===== config.mk =====
export PLATFORM = sky130hd
export DESIGN_NAME = fag_guard
export DESIGN_NICKNAME = d
export VERILOG_FILES = /design/src/shared/fag_pkg.sv /design/src/rtl/fag_guard.sv
export VERILOG_INCLUDE_DIRS = /design/src /design/src/shared
export SDC_FILE = /design/constraint.sdc
export NUM_CORES = 1
export LEC_CHECK = 0
export BUFFER_PORTS_ARGS = -buffer_cell sky130_fd_sc_hd__buf_2
export CAP_MARGIN = 20
export CELL_PAD_IN_SITES_DETAIL_PLACEMENT = 1
export CELL_PAD_IN_SITES_GLOBAL_PLACEMENT = 2
export CORE_AREA = 2 2 70 139
export DETAILED_ROUTE_END_ITERATION = 10
export DIE_AREA = 0 0 72 141
export GPL_ROUTABILITY_DRIVEN = 0
export PLACE_DENSITY = 0.92
export SLEW_MARGIN = 20
export SYNTH_ARGS = -nofsm -noshare
export SYNTH_HDL_FRONTEND = slang
export SYNTH_SLANG_ARGS = --single-unit

===== constraint.sdc =====
create_clock -name clk_in -period 5.1 [get_ports clk_in]
set_input_delay 1.275 -clock clk_in [delete_from_list [all_inputs] [get_ports clk_in]]
set_output_delay 1.275 -clock clk_in [all_outputs]
set_load 0.02 [all_outputs]

===== src/shared/fag_consts.svh =====
// constants for the flash access guard
`ifndef FAG_CONSTS_SVH
`define FAG_CONSTS_SVH
`define FAG_OFF_PROGRAM_STORE_CONTROL      8'h8F
`define FAG_OFF_FCTL       8'hB7
`define FAG_OFF_FLOOR      8'hB8
`define FAG_OFF_ADDR       8'hB9
`define FAG_RST_PROGRAM_STORE_CONTROL      8'h00
`define FAG_RST_FCTL       8'h80
`define FAG_RST_FLOOR      8'h00
`define FAG_BIT_MODIFY     0
`define FAG_BIT_STWE       0
`define FAG_BIT_PGERASE    1
`define FAG_BIT_SCRATCH    2
`define FAG_RW_LO          4
`define FAG_RW_HI          5
`define FAG_FLOOR_LSB      9
`define FAG_BLOCK_LSB      14
`define FAG_PAGE_LSB       10
`define FAG_SEC_PAGE       7'h7E
`define FAG_SEC_WE_ADDR    17'h1FBFE
`define FAG_SEC_RD_ADDR    17'h1FBFF
`define FAG_RSV_BASE       17'h1FC00
`define FAG_TOP_BLOCK      7
`define FAG_SCR_LIMIT      17'h000FF
`define FAG_SCR_ERASE      17'h00400
`define FAG_JUNK_DATA      8'hFF
`define FAG_BYTE_ZERO      8'h00
`endif


===== src/shared/fag_pkg.sv =====
// types of the flash access guard
package fag_pkg;
   typedef enum logic [1:0] {
      FAG_OP_READ,
      FAG_OP_WRITE,
      FAG_OP_ERASE,
      FAG_OP_CODE
   } fag_op_t;

   typedef struct packed {
      logic        valid;
      logic        from_jtag;
      fag_op_t     op;
      logic [16:0] addr;
      logic [16:0] pc;
      logic [7:0]  wdata;
   } fag_req_t;

   typedef struct packed {
      logic        valid;
      logic        grant;
      logic        to_xram;
      logic        to_scratch;
      logic        erase_page;
      logic        erase_scratch;
      logic        full_erase;
      logic        mask_data;
   } fag_resp_t;
endpackage : fag_pkg


===== src/rtl/fag_guard.sv =====
// flash access guard: lock bytes, access floor and flash control bits
//
// The implementer's own choice: strobed register access.
`timescale 1ns/10ps
`include "fag_consts.svh"
module fag_guard
   import fag_pkg::*;
#(
   parameter int ADDR_W = 17
) (
   // clock, reset, enable
   input  wire logic        clk_in,
   input  wire logic        rst_n_in,
   input  wire logic        clk_en_in,
   // register port
   input  wire logic [7:0]  reg_addr_in,
   input  wire logic [7:0]  reg_wdata_in,
   input  wire logic        reg_wr_in,
   input  wire logic        reg_rd_in,
   output logic      [7:0]  reg_rdata_out,
   // lock bytes as stored in flash
   input  wire logic [7:0]  read_lock_in,
   input  wire logic [7:0]  write_lock_in,
   // access request and decision
   input  wire fag_req_t    req_in,
   output fag_resp_t        resp_out,
   // raw flash data and guarded data
   input  wire logic [7:0]  flash_rdata_in,
   output logic      [7:0]  guard_rdata_out,
   // read timing select to the flash engine
   output logic      [1:0]  read_wait_select_out
);

   initial begin
      if (ADDR_W != 17) begin
         $error("fag_guard serves only a 17-bit flash address");
      end
   end

   typedef struct packed {
      logic [1:0]  read_wait_select;
      logic        flash_modify_enable;
      logic        scratch_select;
      logic        page_erase_enable;
      logic        store_write_enable;
      logic [7:0]  access_floor;
      logic        floor_written;
      logic [7:0]  rdata;
      logic [7:0]  guard_rdata;
      fag_resp_t   resp;
   } fag_state_t;

   fag_state_t st_reg;
   fag_state_t st_next;

   function automatic logic [2:0] block_of(input logic [16:0] a);
      block_of = a[`FAG_BLOCK_LSB+2:`FAG_BLOCK_LSB];
   endfunction : block_of

   function automatic logic sec_page(input logic [16:0] a);
      sec_page = (a[16:`FAG_PAGE_LSB] == `FAG_SEC_PAGE);
   endfunction : sec_page

   ////////////////////////////////////////////////////////////////////
   // decision terms
   logic [16:0] floor_addr;
   logic        upper_code;
   logic        below_floor;
   logic        is_reserved;
   logic        rd_ok_jtag;
   logic        we_ok_jtag;
   logic        sec_target;
   logic        is_write;
   logic        is_erase;

   assign floor_addr  = {st_reg.access_floor, {`FAG_FLOOR_LSB{1'b0}}};
   assign upper_code  = (req_in.pc >= floor_addr);
   assign below_floor = (req_in.addr < floor_addr);
   assign is_reserved = (req_in.addr >= `FAG_RSV_BASE);
   assign sec_target  = (req_in.addr == `FAG_SEC_WE_ADDR) ||
                        (req_in.addr == `FAG_SEC_RD_ADDR);
   assign is_write    = (req_in.op == FAG_OP_WRITE);
   assign is_erase    = (req_in.op == FAG_OP_ERASE);
   assign rd_ok_jtag  = read_lock_in[block_of(req_in.addr)];
   assign we_ok_jtag  = write_lock_in[block_of(req_in.addr)];

   ////////////////////////////////////////////////////////////////////
   // next state
   always_comb begin
      logic ok;
      logic to_xram;
      logic scr;
      logic sec_pg;
      ok      = 1'b0;
      to_xram = 1'b0;
      scr     = 1'b0;
      sec_pg  = sec_page(req_in.addr);
      st_next = st_reg;
      st_next.rdata = `FAG_BYTE_ZERO;
      st_next.resp  = '0;

      if (reg_wr_in) begin
         unique case (reg_addr_in)
            `FAG_OFF_PROGRAM_STORE_CONTROL: begin
               st_next.scratch_select     = reg_wdata_in[`FAG_BIT_SCRATCH];
               st_next.page_erase_enable  = reg_wdata_in[`FAG_BIT_PGERASE];
               st_next.store_write_enable = reg_wdata_in[`FAG_BIT_STWE];
            end
            `FAG_OFF_FCTL: begin
               st_next.read_wait_select =
                  reg_wdata_in[`FAG_RW_HI:`FAG_RW_LO];
               st_next.flash_modify_enable = reg_wdata_in[`FAG_BIT_MODIFY];
            end
            `FAG_OFF_FLOOR: begin
               if (!st_reg.floor_written) begin
                  st_next.access_floor  = reg_wdata_in;
                  st_next.floor_written = 1'b1;
               end
            end
            default: begin
            end
         endcase
      end

      if (reg_rd_in) begin
         unique case (reg_addr_in)
            `FAG_OFF_PROGRAM_STORE_CONTROL: st_next.rdata = {5'h00,
               st_reg.scratch_select, st_reg.page_erase_enable,
               st_reg.store_write_enable};
            `FAG_OFF_FCTL: st_next.rdata = {2'h2,
               st_reg.read_wait_select, 3'h0, st_reg.flash_modify_enable};
            `FAG_OFF_FLOOR: st_next.rdata = st_reg.access_floor;
            `FAG_OFF_ADDR: st_next.rdata = {7'h00, st_reg.floor_written};
            default: st_next.rdata = `FAG_BYTE_ZERO;
         endcase
      end

      if (req_in.from_jtag) begin
         unique case (req_in.op)
            FAG_OP_READ, FAG_OP_CODE: begin
               ok = rd_ok_jtag || sec_target;
            end
            FAG_OP_WRITE: begin
               // top locked, security bytes still writable
               ok = we_ok_jtag || sec_target;
            end
            FAG_OP_ERASE: begin
               // locked page only by full erase
               ok = we_ok_jtag || sec_target;
            end
         endcase
         // scratchpad locked when whole byte clear
         if (st_reg.scratch_select) begin
            ok = (req_in.op == FAG_OP_READ) ? (read_lock_in != 8'h00)
                                            : (write_lock_in != 8'h00);
         end
         if (is_reserved) begin
            ok = 1'b0;
         end
      end else begin
         scr = st_reg.scratch_select;
         // data writes steer to xram or flash
         to_xram = is_write && !st_reg.store_write_enable;
         // upper code kept out of lower partition, except for code fetches
         ok = !(upper_code && below_floor &&
                (req_in.op != FAG_OP_CODE) && !scr);
         if ((is_write || is_erase) && !to_xram) begin
            ok = ok && st_reg.flash_modify_enable &&
                 st_reg.store_write_enable;
         end
         // security page never erased by firmware
         if (is_erase || (is_write && st_reg.page_erase_enable)) begin
            ok = ok && !(sec_pg && !scr);
         end
         if (scr && req_in.addr > `FAG_SCR_LIMIT &&
             req_in.addr != `FAG_SCR_ERASE) begin
            ok = 1'b0;
         end
         if (is_reserved && !scr) begin
            ok = 1'b0;
         end
         if (to_xram) begin
            ok = 1'b1;
         end
      end

      if (req_in.valid) begin
         st_next.resp.valid      = 1'b1;
         st_next.resp.grant      = ok;
         st_next.resp.to_xram    = to_xram;
         st_next.resp.to_scratch = scr && !req_in.from_jtag;
         // granted jtag erases clear their page too, except at a security byte
         st_next.resp.erase_page = ok && !to_xram &&
            !(req_in.from_jtag && sec_target) && (is_erase ||
            (is_write && st_reg.page_erase_enable && !req_in.from_jtag));
         st_next.resp.erase_scratch = st_next.resp.erase_page && scr &&
            (req_in.addr == `FAG_SCR_ERASE);
         // jtag erase at a security byte
         st_next.resp.full_erase = req_in.from_jtag && is_erase &&
            sec_target && !is_reserved;
         if (req_in.from_jtag && is_erase && sec_target) begin
            st_next.resp.grant = 1'b1;
         end
         st_next.resp.mask_data = !req_in.from_jtag &&
            (req_in.op == FAG_OP_READ) && upper_code && below_floor && !scr;
      end
      st_next.guard_rdata = st_next.resp.mask_data ? `FAG_JUNK_DATA
                                                   : flash_rdata_in;
   end

   always_ff @(posedge clk_in or negedge rst_n_in) begin
      if (!rst_n_in) begin
         st_reg <= '0;
         st_reg.read_wait_select <= 2'h0;
      end else if (clk_en_in) begin
         st_reg <= st_next;
      end
   end

   assign reg_rdata_out        = st_reg.rdata;
   assign resp_out             = st_reg.resp;
   assign guard_rdata_out      = st_reg.guard_rdata;
   assign read_wait_select_out = st_reg.read_wait_select;
endmodule : fag_guard


Word level (Yosys, flattened, before mapping)
Index checks and enable logic that the tools add are counted.
{ "word_totals": {"ff_bits": 39, "in_bits": 91, "out_inout_bits": 26, "word_cells": 111} }
{ "op_classes": {"order_cmp": 5, "eq_ne": 13, "muxes": 22, "bitwise": 1, "reduce_logical": 53} }
{ "ops": {"columns": ["cell", "count"], "rows": [
  ["17-bit equality test (second input constant)", 2],
  ["8-bit equality test (second input constant)", 4],
  ["8-bit one-hot mux with 4 select lines", 1],
  ["1-bit logical AND", 28],
  ["8-bit 2-to-1 mux", 3],
  ["17-bit by 11-bit equality test with 1-bit output (second input constant)", 1],
  ["17-bit >= comparator", 1],
  ["17-bit >= comparator (second input constant)", 1],
  ["17-bit by 8-bit > comparator with 1-bit output (second input constant)", 1],
  ["17-bit < comparator", 1],
  ["17-bit by 11-bit inequality test with 1-bit output (second input constant)", 1],
  ["8-bit nonzero test", 2],
  ["1-bit 2-to-1 mux", 15],
  ["1-bit logical NOT", 10],
  ["3-bit AND reduction", 3],
  ["7-bit equality test (second input constant)", 1],
  ["1-bit binary-select mux with 3-bit select", 2],
  ["1-bit logical OR", 6],
  ["2-bit equality test (second input constant)", 2],
  ["3-bit by 4-bit < comparator with 1-bit output (second input constant)", 1],
  ["4-bit AND reduction", 1],
  ["2-bit OR reduction", 2],
  ["2-bit by 1-bit equality test with 1-bit output (second input constant)", 1],
  ["2-bit logical NOT", 1],
  ["other kinds (3)", 3]
]} }

Logic depth before layout (Yosys ltp)
Gate-level depths: netlist of the first run.
{ "depth": {"ltp_word": 22, "depth_mapped": 8, "depth_no_buf": 8} }

Worst setup path after synthesis of the first run
No wires, ideal clock.
{ "synth_timing": {"kind": "input to register", "from": "input req_in[20] (netlist bit)", "to": "register st_reg (netlist bit guard_rdata_out[0])", "setup_time_ps": 66, "arrival_time_ps": 3028, "required_time_ps": 5034, "setup_slack_ps": 2007, "cell_stages": 7, "n_path_buf": 0, "path_cell_list": "ha_1 or4b_1 nor3_2 a311o_2 nor2_2 o41ai_4 o22a_1"} }
{ "synth_between": {"elab_chain_cells": 6} }
{ "synth_rtl": {"columns": ["item", "line_no", "rtl"], "rows": [
  ["start: declaration", "fag_guard.sv:25", "input wire fag_req_t req_in,"],
  ["17-bit >= comparator", "fag_guard.sv:77", "assign upper_code = (req_in.pc >= floor_addr);"],
  ["1-bit logical AND (3 in series)", "fag_guard.sv:205", "(req_in.op == FAG_OP_READ) && upper_code && below_floor && !scr;"],
  ["8-bit 2-to-1 mux", "fag_guard.sv:187", "if (req_in.valid) begin"],
  ["8-bit 2-to-1 mux", "fag_guard.sv:207", "st_next.guard_rdata = st_next.resp.mask_data ? `FAG_JUNK_DATA"],
  ["end signal: assignment", "fag_guard.sv:216", "st_reg <= st_next;"],
  ["end: declaration", "fag_guard.sv:53", "fag_state_t st_reg;"]
]} }
No other way between the ends.
A chain may end at the register's enable or synchronous reset.

Final worst setup path of the first run
{ "layout_timing": {"from": "input req_in[20] (netlist bit)", "to": "register st_reg (netlist bit guard_rdata_out[3])"} }
Same word-level chain as after synthesis.

==> results.json, run 1 <==
{
  "status": "complete, no violations",
  "grt_util_all_layers_pct": 14.9,
  "final.setup_skew_ns": 0.00577,
  "final_max_slew_viol_count": 0,
  "cts-buffers-inserted": 5,
  "cts_root_buf": "clkbuf_16",
  "dpl-instance-area_um2": 3110,
  "critical_path.reg2reg.endpoint": "guard_rdata_out[3]",
  "synth_largest_area_cell": "dfrtp_1",
  "global_route_met2_usage_pct": 25.0,
  "final_critical_path_required_period_ns": 3.22,
  "area_inside_the_core_boundary_um2": 9200,
  "synth_top_cells_by_area": "dfrtp_1, ha_1, buf_4",
  "ys.warnings.count": 0,
  "syn_inst": 268,
  "drv.max_cap_violation_count": 0,
  "grt_use_met1_pct": 18.5,
  "synth.yosys.seq_area_share_pct": 36.7,
  "viasPerCell": 5.16,
  "final.setup.tns_ns": 0,
  "area_growth_pct": 22.7,
  "global_route.usage.met3_pct": 3.86,
  "nets": 460,
  "cell_row_count": 50,
  "hold_path.startpoint": "guard_rdata_out[0]",
  "finalNonFillerCells": 455,
  "initial_utilization_pct": 28.9,
  "path_clk_slew_ns": 0.05,
  "post-route-drc-count": 0,
  "gr-total-overflow": 0,
  "io_buffers": 108,
  "rr_worst_depth": 8,
  "fp.dieArea_um2": 10200,
  "leakagePower_nw": 1.55,
  "dp_hpwl_mm": 5.96,
  "synth.distinct_cells": 53,
  "timing.critical_path.required_ns": 5.32,
  "first_pass_iters": 4,
  "muxShareOfSynthArea_pct": 10.4,
  "power.density_nw_per_um2": 243,
  "crit_path_end_kind": "flip-flop",
  "fin_ws_ns": 1.88,
  "numPlacedInstances": 447,
  "critical_path.max_fanout": 8,
  "synth-seq-cells": 39,
  "clock.fmax_mhz": 311,
  "die_width_um": 72,
  "period_share_pct": 63.1,
  "syn_avg_cell_area_um2": 9.93,
  "synth_top_family_by_area": "compound AO/OA/AOI/OAI gates",
  "layout-drive-gt1-share_pct": 40.5,
  "vias": 2347,
  "post-route-cell-area_um2": 3270,
  "yosysTopAreaCellShare_pct": 36.7,
  "insertion_delay_ns": 0.28,
  "cts.hold.buffers_added": 0,
  "fill_cells": 1101,
  "cts-root-to-sink-buffers": 2,
  "die_y_um": 141,
  "total_power_w": 0.000793,
  "critical_path.reg2reg.startpoint": "floor_addr[12]",
  "number_of_synthesized_flops_with_an_enable_pin": 0,
  "synth_xor_area_share_pct": 0,
  "postRouteAntennaNets": 0,
  "cp.arrival_ns": 3.44,
  "place_ws_ns": 1.56,
  "grt_setup_unrepaired": "no",
  "cts_setup_buffers": 0,
  "critical_path.startpoint_type": "input port",
  "design.portCount": 117,
  "synth-simple-area-share_pct": 15.6,
  "hold_viol": 0,
  "worst_ir_drop_vdd_uv": 142,
  "synth-main-ff-cell": "dfrtp_1",
  "grt_pass1_wl_mm": 11.9,
  "timing.setup.critical_path_class": "input port to flip-flop",
  "ff_latch_area_um2": 976,
  "htreeDepth": 2,
  "adder_cell_area_share_of_the_yosys_netlist_pct": 8.93,
  "clock_tree_from_tritoncts": "built",
  "grt_start_max_net_pins": 40,
  "first_global_vias": 2438,
  "initial_antenna_violation_count": 0,
  "hold_path_end": "guard_rdata_out[0]",
  "grt.busiest_layer": "met2",
  "synth_compound_gate_area_share_pct": 16.2,
  "hold_path.class": "flip-flop to flip-flop",
  "synthArstFlopShare_pct": 100,
  "total_area_of_multi_input_combinational_cells_um2": 1360,
  "drt_wl_total_mm": 7.26,
  "relSlewSlack_pct": 42.2,
  "final-setup-viol-count": 0,
  "clock_sinks": 39,
  "synth_nets": 378,
  "slew_worst_pin_ns": 0.867,
  "timing.hold.worst_path_depth": 1,
  "worst-r2r-setup-slack_ns": 2.49,
  "detailedRoute.firstIterationViolations": 81,
  "antennaDiodeCount": 0,
  "routedWlPerCell_um": 16.0,
  "postCtsResizedCells": 0,
  "synth.cell_area_um2": 2660
}
==> cell type report <==
type	instances	area share [%]
sequential	39	29.9
inverter	27	3.10
clock buffer	8	4.79
multi-input combinational	169	41.7
timing repair buffer	108	16.6
tap	104	3.98
==> worst max path at each step <==
stage,startpoint,to,slack (ns)
final,req_in[20],guard_rdata_out[3],1.88
after global routing,req_in[20],guard_rdata_out[6],1.75
after CTS,req_in[20],guard_rdata_out[3],1.85
after detailed placement,req_in[20],guard_rdata_out[6],1.56
after global placement,req_in[20],guard_rdata_out[5],1.61
after floorplan,req_in[20],guard_rdata_out[0],2.01
==> worst max-delay path: stages <==
cell	delay, ns
buf_2	0.10
ha_1	0.31
or4b_1	0.47
nor3_2	0.17
a311o_2	0.23
nor2_2	0.06
o41ai_4	0.59
o22a_1	0.24
==> power breakdown <==
group / internal, W / switching, W / total (W)
logic: 0.0000627 / 0.0000771 / 0.000140
clock network: 0.000208 / 0.000116 / 0.000324
registers: 0.000322 / 0.00000754 / 0.000329
==> stage by stage <==
stage          hold WS (ns)  utilization (%)
6_report              0.487             35.5
5_1_grt               0.503             35.5
4_1_cts               0.490             35.5
3_5_place_dp          0.475             33.8
3_3_place_gp          0.471             33.8
2_1_floorplan         0.451                -
==> cell families (layout without fill, tap and decap cells) <==
logic type                 Yosys count  count (layout)
AOI/OAI and AO/OA                   58              58
buffers and inverters               60             143
DFF                                 39              39
adders and majority gates           19              19
and+or+nand+nor                     70              70
muxes                               22              22
==> cells in the mapped netlist, drive strengths merged, types with 4 or more instances <==
| cell type | number |
|---|---|
| dfrtp | 39 |
| o22a | 8 |
| o21ai | 9 |
| a22oi | 4 |
| nor3 | 5 |
| buf | 28 |
| nor2 | 10 |
| clkbuf | 5 |
| nand3 | 8 |
| nand2 | 12 |
| inv | 27 |
| mux2 | 16 |
| o22ai | 10 |
| nand4 | 5 |
| ha | 19 |
| nand4b | 4 |
| nor4 | 12 |
| a21oi | 7 |
==> layer usage <==
metal / vias to the layer above / routed length (um) / share of wire [%]
li1: 1133 / - / -
met1: 1103 / 3080 / 42
met2: 98 / 3530 / 49
met3: 13 / 507 / 7.0
met4: 0 / 146 / 2.0
met5: - / 0 / 0
==> placed cells by master, fill, tap and decap left out, types with 3 or more instances in the layout <==
| cell type | Yosys | final |
|---|---|---|
| nand4_1 | 5 | 5 |
| o22ai_1 | 10 | 10 |
| o21ai_0 | 9 | 9 |
| nor4_1 | 11 | 11 |
| mux2_2 | 16 | 16 |
| mux4_2 | 3 | 3 |
| inv_1 | 27 | 27 |
| nor2b_1 | 3 | 3 |
| nand2_1 | 12 | 12 |
| a22oi_1 | 4 | 4 |
| dfrtp_1 | 39 | 39 |
| nor2_1 | 9 | 9 |
| nand4b_1 | 3 | 3 |
| nand3_1 | 8 | 8 |
| ha_1 | 19 | 19 |
| nand2b_1 | 3 | 3 |
| nor3_1 | 4 | 4 |
| clkbuf_16 | 0 | 5 |
| a21oi_1 | 7 | 7 |
| buf_2 | 1 | 108 |
| mux2i_1 | 3 | 3 |
| o22a_1 | 8 | 8 |
No activity file was read; power rests on OpenSTA's default activity.
==> run 2: changes to the inputs <==
--- a/config.mk
+++ b/config.mk
@@ -6,15 +6,16 @@
 export SDC_FILE = /design/constraint.sdc
 export NUM_CORES = 1
 export LEC_CHECK = 0
+export ABC_AREA = 1
 export BUFFER_PORTS_ARGS = -buffer_cell sky130_fd_sc_hd__buf_2
 export CAP_MARGIN = 20
 export CELL_PAD_IN_SITES_DETAIL_PLACEMENT = 1
 export CELL_PAD_IN_SITES_GLOBAL_PLACEMENT = 2
-export CORE_AREA = 2 2 70 139
+export CORE_AREA = 2 2 84 166
 export DETAILED_ROUTE_END_ITERATION = 10
-export DIE_AREA = 0 0 72 141
+export DIE_AREA = 0 0 86 168
 export GPL_ROUTABILITY_DRIVEN = 0
-export PLACE_DENSITY = 0.92
+export PLACE_DENSITY = 0.83
 export SLEW_MARGIN = 20
 export SYNTH_ARGS = -nofsm -noshare
 export SYNTH_HDL_FRONTEND = slang
==> constraint.sdc (replaced) <==
create_clock -name clk_in -period 2.69 [get_ports clk_in]
set_input_delay 0.6725 -clock clk_in [delete_from_list [all_inputs] [get_ports clk_in]]
set_output_delay 0.6725 -clock clk_in [all_outputs]
set_load 0.02 [all_outputs]
==> results.json, run 2 <==
{
  "status": "complete, no violations",
  "cell_row_count": 60,
  "cp.arrival_ns": 2.09,
  "antennaDiodeCount": 0,
  "total_power_w": 0.00166,
  "place_ws_ns": 0.463,
  "synthArstFlopShare_pct": 100,
  "synth-seq-cells": 39,
  "rr_worst_depth": 14,
  "synth_top_cells_by_area": "dfrtp_1, nand2_1, inv_1",
  "timing.critical_path.required_ns": 2.85,
  "grt_start_max_net_pins": 27,
  "cp_slowest_cell": "mux2_2",
  "final_critical_path_required_period_ns": 1.93,
  "hold_viol": 0,
  "post-route-drc-count": 0,
  "design.portCount": 117,
  "relSlewSlack_pct": 66.4,
  "postRouteAntennaNets": 0,
  "cell_types_with_the_highest_counts_after_synthesis": "nand2_1, inv_1, nor2_1",
  "cp_common_cell": "inv_1",
  "synth_largest_area_cell": "dfrtp_1",
  "ys.warnings.count": 0,
  "synth-main-ff-cell": "dfrtp_1",
  "critical_path.max_fanout": 13,
  "detailedRoute.firstIterationViolations": 101,
  "longest_individual_stage_delay_on_the_worst_path_ns": 0.38,
  "initial_antenna_violation_count": 0,
  "worst_ir_drop_vdd_uv": 260,
  "postCtsResizedCells": 0,
  "synth.cell_area_um2": 2960,
  "final-setup-viol-count": 0,
  "drv.max_cap_violation_count": 0,
  "timing.setup.critical_path_class": "input port to flip-flop",
  "synth_nets": 539,
  "insertion_delay_ns": 0.28,
  "power.density_nw_per_um2": 451,
  "hold_path.class": "input port to async pin",
  "area_growth_pct": 24.4,
  "worst-path-buf-inv": 3,
  "synth.distinct_cells": 29,
  "period_share_pct": 71.6,
  "htreeDepth": 2,
  "area_inside_the_core_boundary_um2": 13300,
  "grt_util_all_layers_pct": 12.5,
  "cp_cell_sequence": "buf_2 > inv_1 > nand2_1 > nor3_1 > nand2_2 > inv_1 > nand4_2 > mux2_2",
  "critical_path.reg2reg.startpoint": "floor_addr[15]",
  "number_of_synthesized_flops_with_an_enable_pin": 0,
  "cts_root_buf": "clkbuf_16",
  "synth_xor_area_share_pct": 0,
  "yosysTopAreaCellShare_pct": 32.9,
  "final.setup_skew_ns": 0.00689,
  "clock.fmax_mhz": 519,
  "fp.dieArea_um2": 14400,
  "fin_ws_ns": 0.765,
  "gr-total-overflow": 0,
  "dp_hpwl_mm": 7.39,
  "top_count_cell_post_synth": "nand2_1",
  "worst-r2r-setup-slack_ns": 0.86,
  "first_global_vias": 3017,
  "cts-buffers-inserted": 5,
  "synth_top_family_by_area": "simple AND/OR/NAND/NOR gates",
  "nets": 626,
  "synth.yosys.seq_area_share_pct": 32.9,
  "muxShareOfSynthArea_pct": 1.14,
  "vias": 2944,
  "synth-simple-area-share_pct": 30.9,
  "initial_utilization_pct": 22.3,
  "layout-drive-gt1-share_pct": 25.5,
  "most_common_cell_after_layout_fill_and_taps_aside": "nand2_1",
  "die_width_um": 86,
  "synth_compound_gate_area_share_pct": 9.84,
  "syn_inst": 429,
  "critical_path.startpoint_type": "input port",
  "critPathTopFamily": "simple AND/OR/NAND/NOR gates",
  "syn_avg_cell_area_um2": 6.91,
  "slew_worst_pin_ns": 0.500,
  "viasPerCell": 4.38,
  "first_pass_iters": 4,
  "routedWlPerCell_um": 13.2,
  "die_y_um": 168,
  "adder_cell_area_share_of_the_yosys_netlist_pct": 8.02,
  "cts.hold.buffers_added": 0,
  "cts-root-to-sink-buffers": 2,
  "critical_path.reg2reg.endpoint": "resp_out[6]",
  "io_buffers": 108,
  "crit_path_end_kind": "flip-flop",
  "drt_wl_total_mm": 8.84,
  "cts_setup_buffers": 0,
  "final_max_slew_viol_count": 0,
  "clock_tree_from_tritoncts": "built",
  "clock_sinks": 39,
  "grt_setup_unrepaired": "no",
  "final.setup.tns_ns": 0,
  "layout.cells.most_common_list": "nand2_1, buf_2, inv_1, nor2_1, dfrtp_1",
  "grt_pass1_wl_mm": 14.7,
  "leakagePower_nw": 2.06,
  "path_clk_slew_ns": 0.06
}
==> run 2: changes by cell type in the layout (fill, tap and decap cells not counted), sizes merged, moves of 13 or more <==
cell   change
mux2      -13
inv       +46
nand2    +108
o21ai     +14
nor2      +35
nand3     +15
==> run 2: worst reg2reg max path: cells and delay by family (launching register included) <==
kind / cells / cell delay (ns)
flip-flops: 1 / 0.40
buffers and inverters: 1 / 0.09
AO/OA/AOI/OAI: 1 / 0.21
adder cells (fa/ha/maj): 1 / 0.32
AND/OR/NAND/NOR: 11 / 0.70
==> run 2: kinds of logic (layout without fill, tap and decap cells) <==
family                     Yosys count  count (layout)
AOI/OAI and AO/OA                   49              49
adders and majority gates           19              19
buffers and inverters              106             194
DFF                                 39              39
muxes                                3               3
and+or+nand+nor                    213             213
==> run 2: per-layer routing <==
metal	up-vias	global-route usage [%]	routed length, um
met2	87	20.7	4110
li1	1509	-	-
met3	10	2.75	633
met4	0	3.17	132
met5	-	0	0
met1	1338	16.2	3970
==> run 2: report_power, final <==
| part | switching (W) | internal, W |
|---|---|---|
| sequential | 0.0000104 | 0.000605 |
| clock | 0.000232 | 0.000532 |
| combinational | 0.000172 | 0.000112 |
| total | 0.000415 | 0.00125 |
==> run 2: worst max path at each step <==
stage,startpoint,cells after the start,endpoint
final,reg_addr_in[2],8,floor_addr[15]
after global routing,reg_addr_in[2],8,floor_addr[15]
after CTS,reg_addr_in[2],8,floor_addr[15]
after detailed placement,reg_addr_in[2],8,floor_addr[15]
after global placement,reg_addr_in[2],8,floor_addr[15]
after floorplan,req_in[40],8,resp_out[0]
==> run 2: through the flow <==
stage,instances,cell area (um^2),hold slack (ns),utilization [%]
2_1_floorplan,429,2960,0.377,-
3_3_place_gp,664,3500,0.460,26.3
3_5_place_dp,664,3500,0.463,26.3
4_1_cts,672,3690,0.283,27.7
5_1_grt,672,3690,0.295,27.7
6_report,672,3690,0.270,27.7
==> run 2: area by class of cell <==
cell class | count | area [um^2]
well taps | 155 | 194
flip-flops and latches | 39 | 976
multi-input cells | 284 | 1480
clock buffers | 6 | 129
inverters | 74 | 278
repair buffers | 112 | 571
fillers | 1688 | 9600
clock inverters | 2 | 60.1
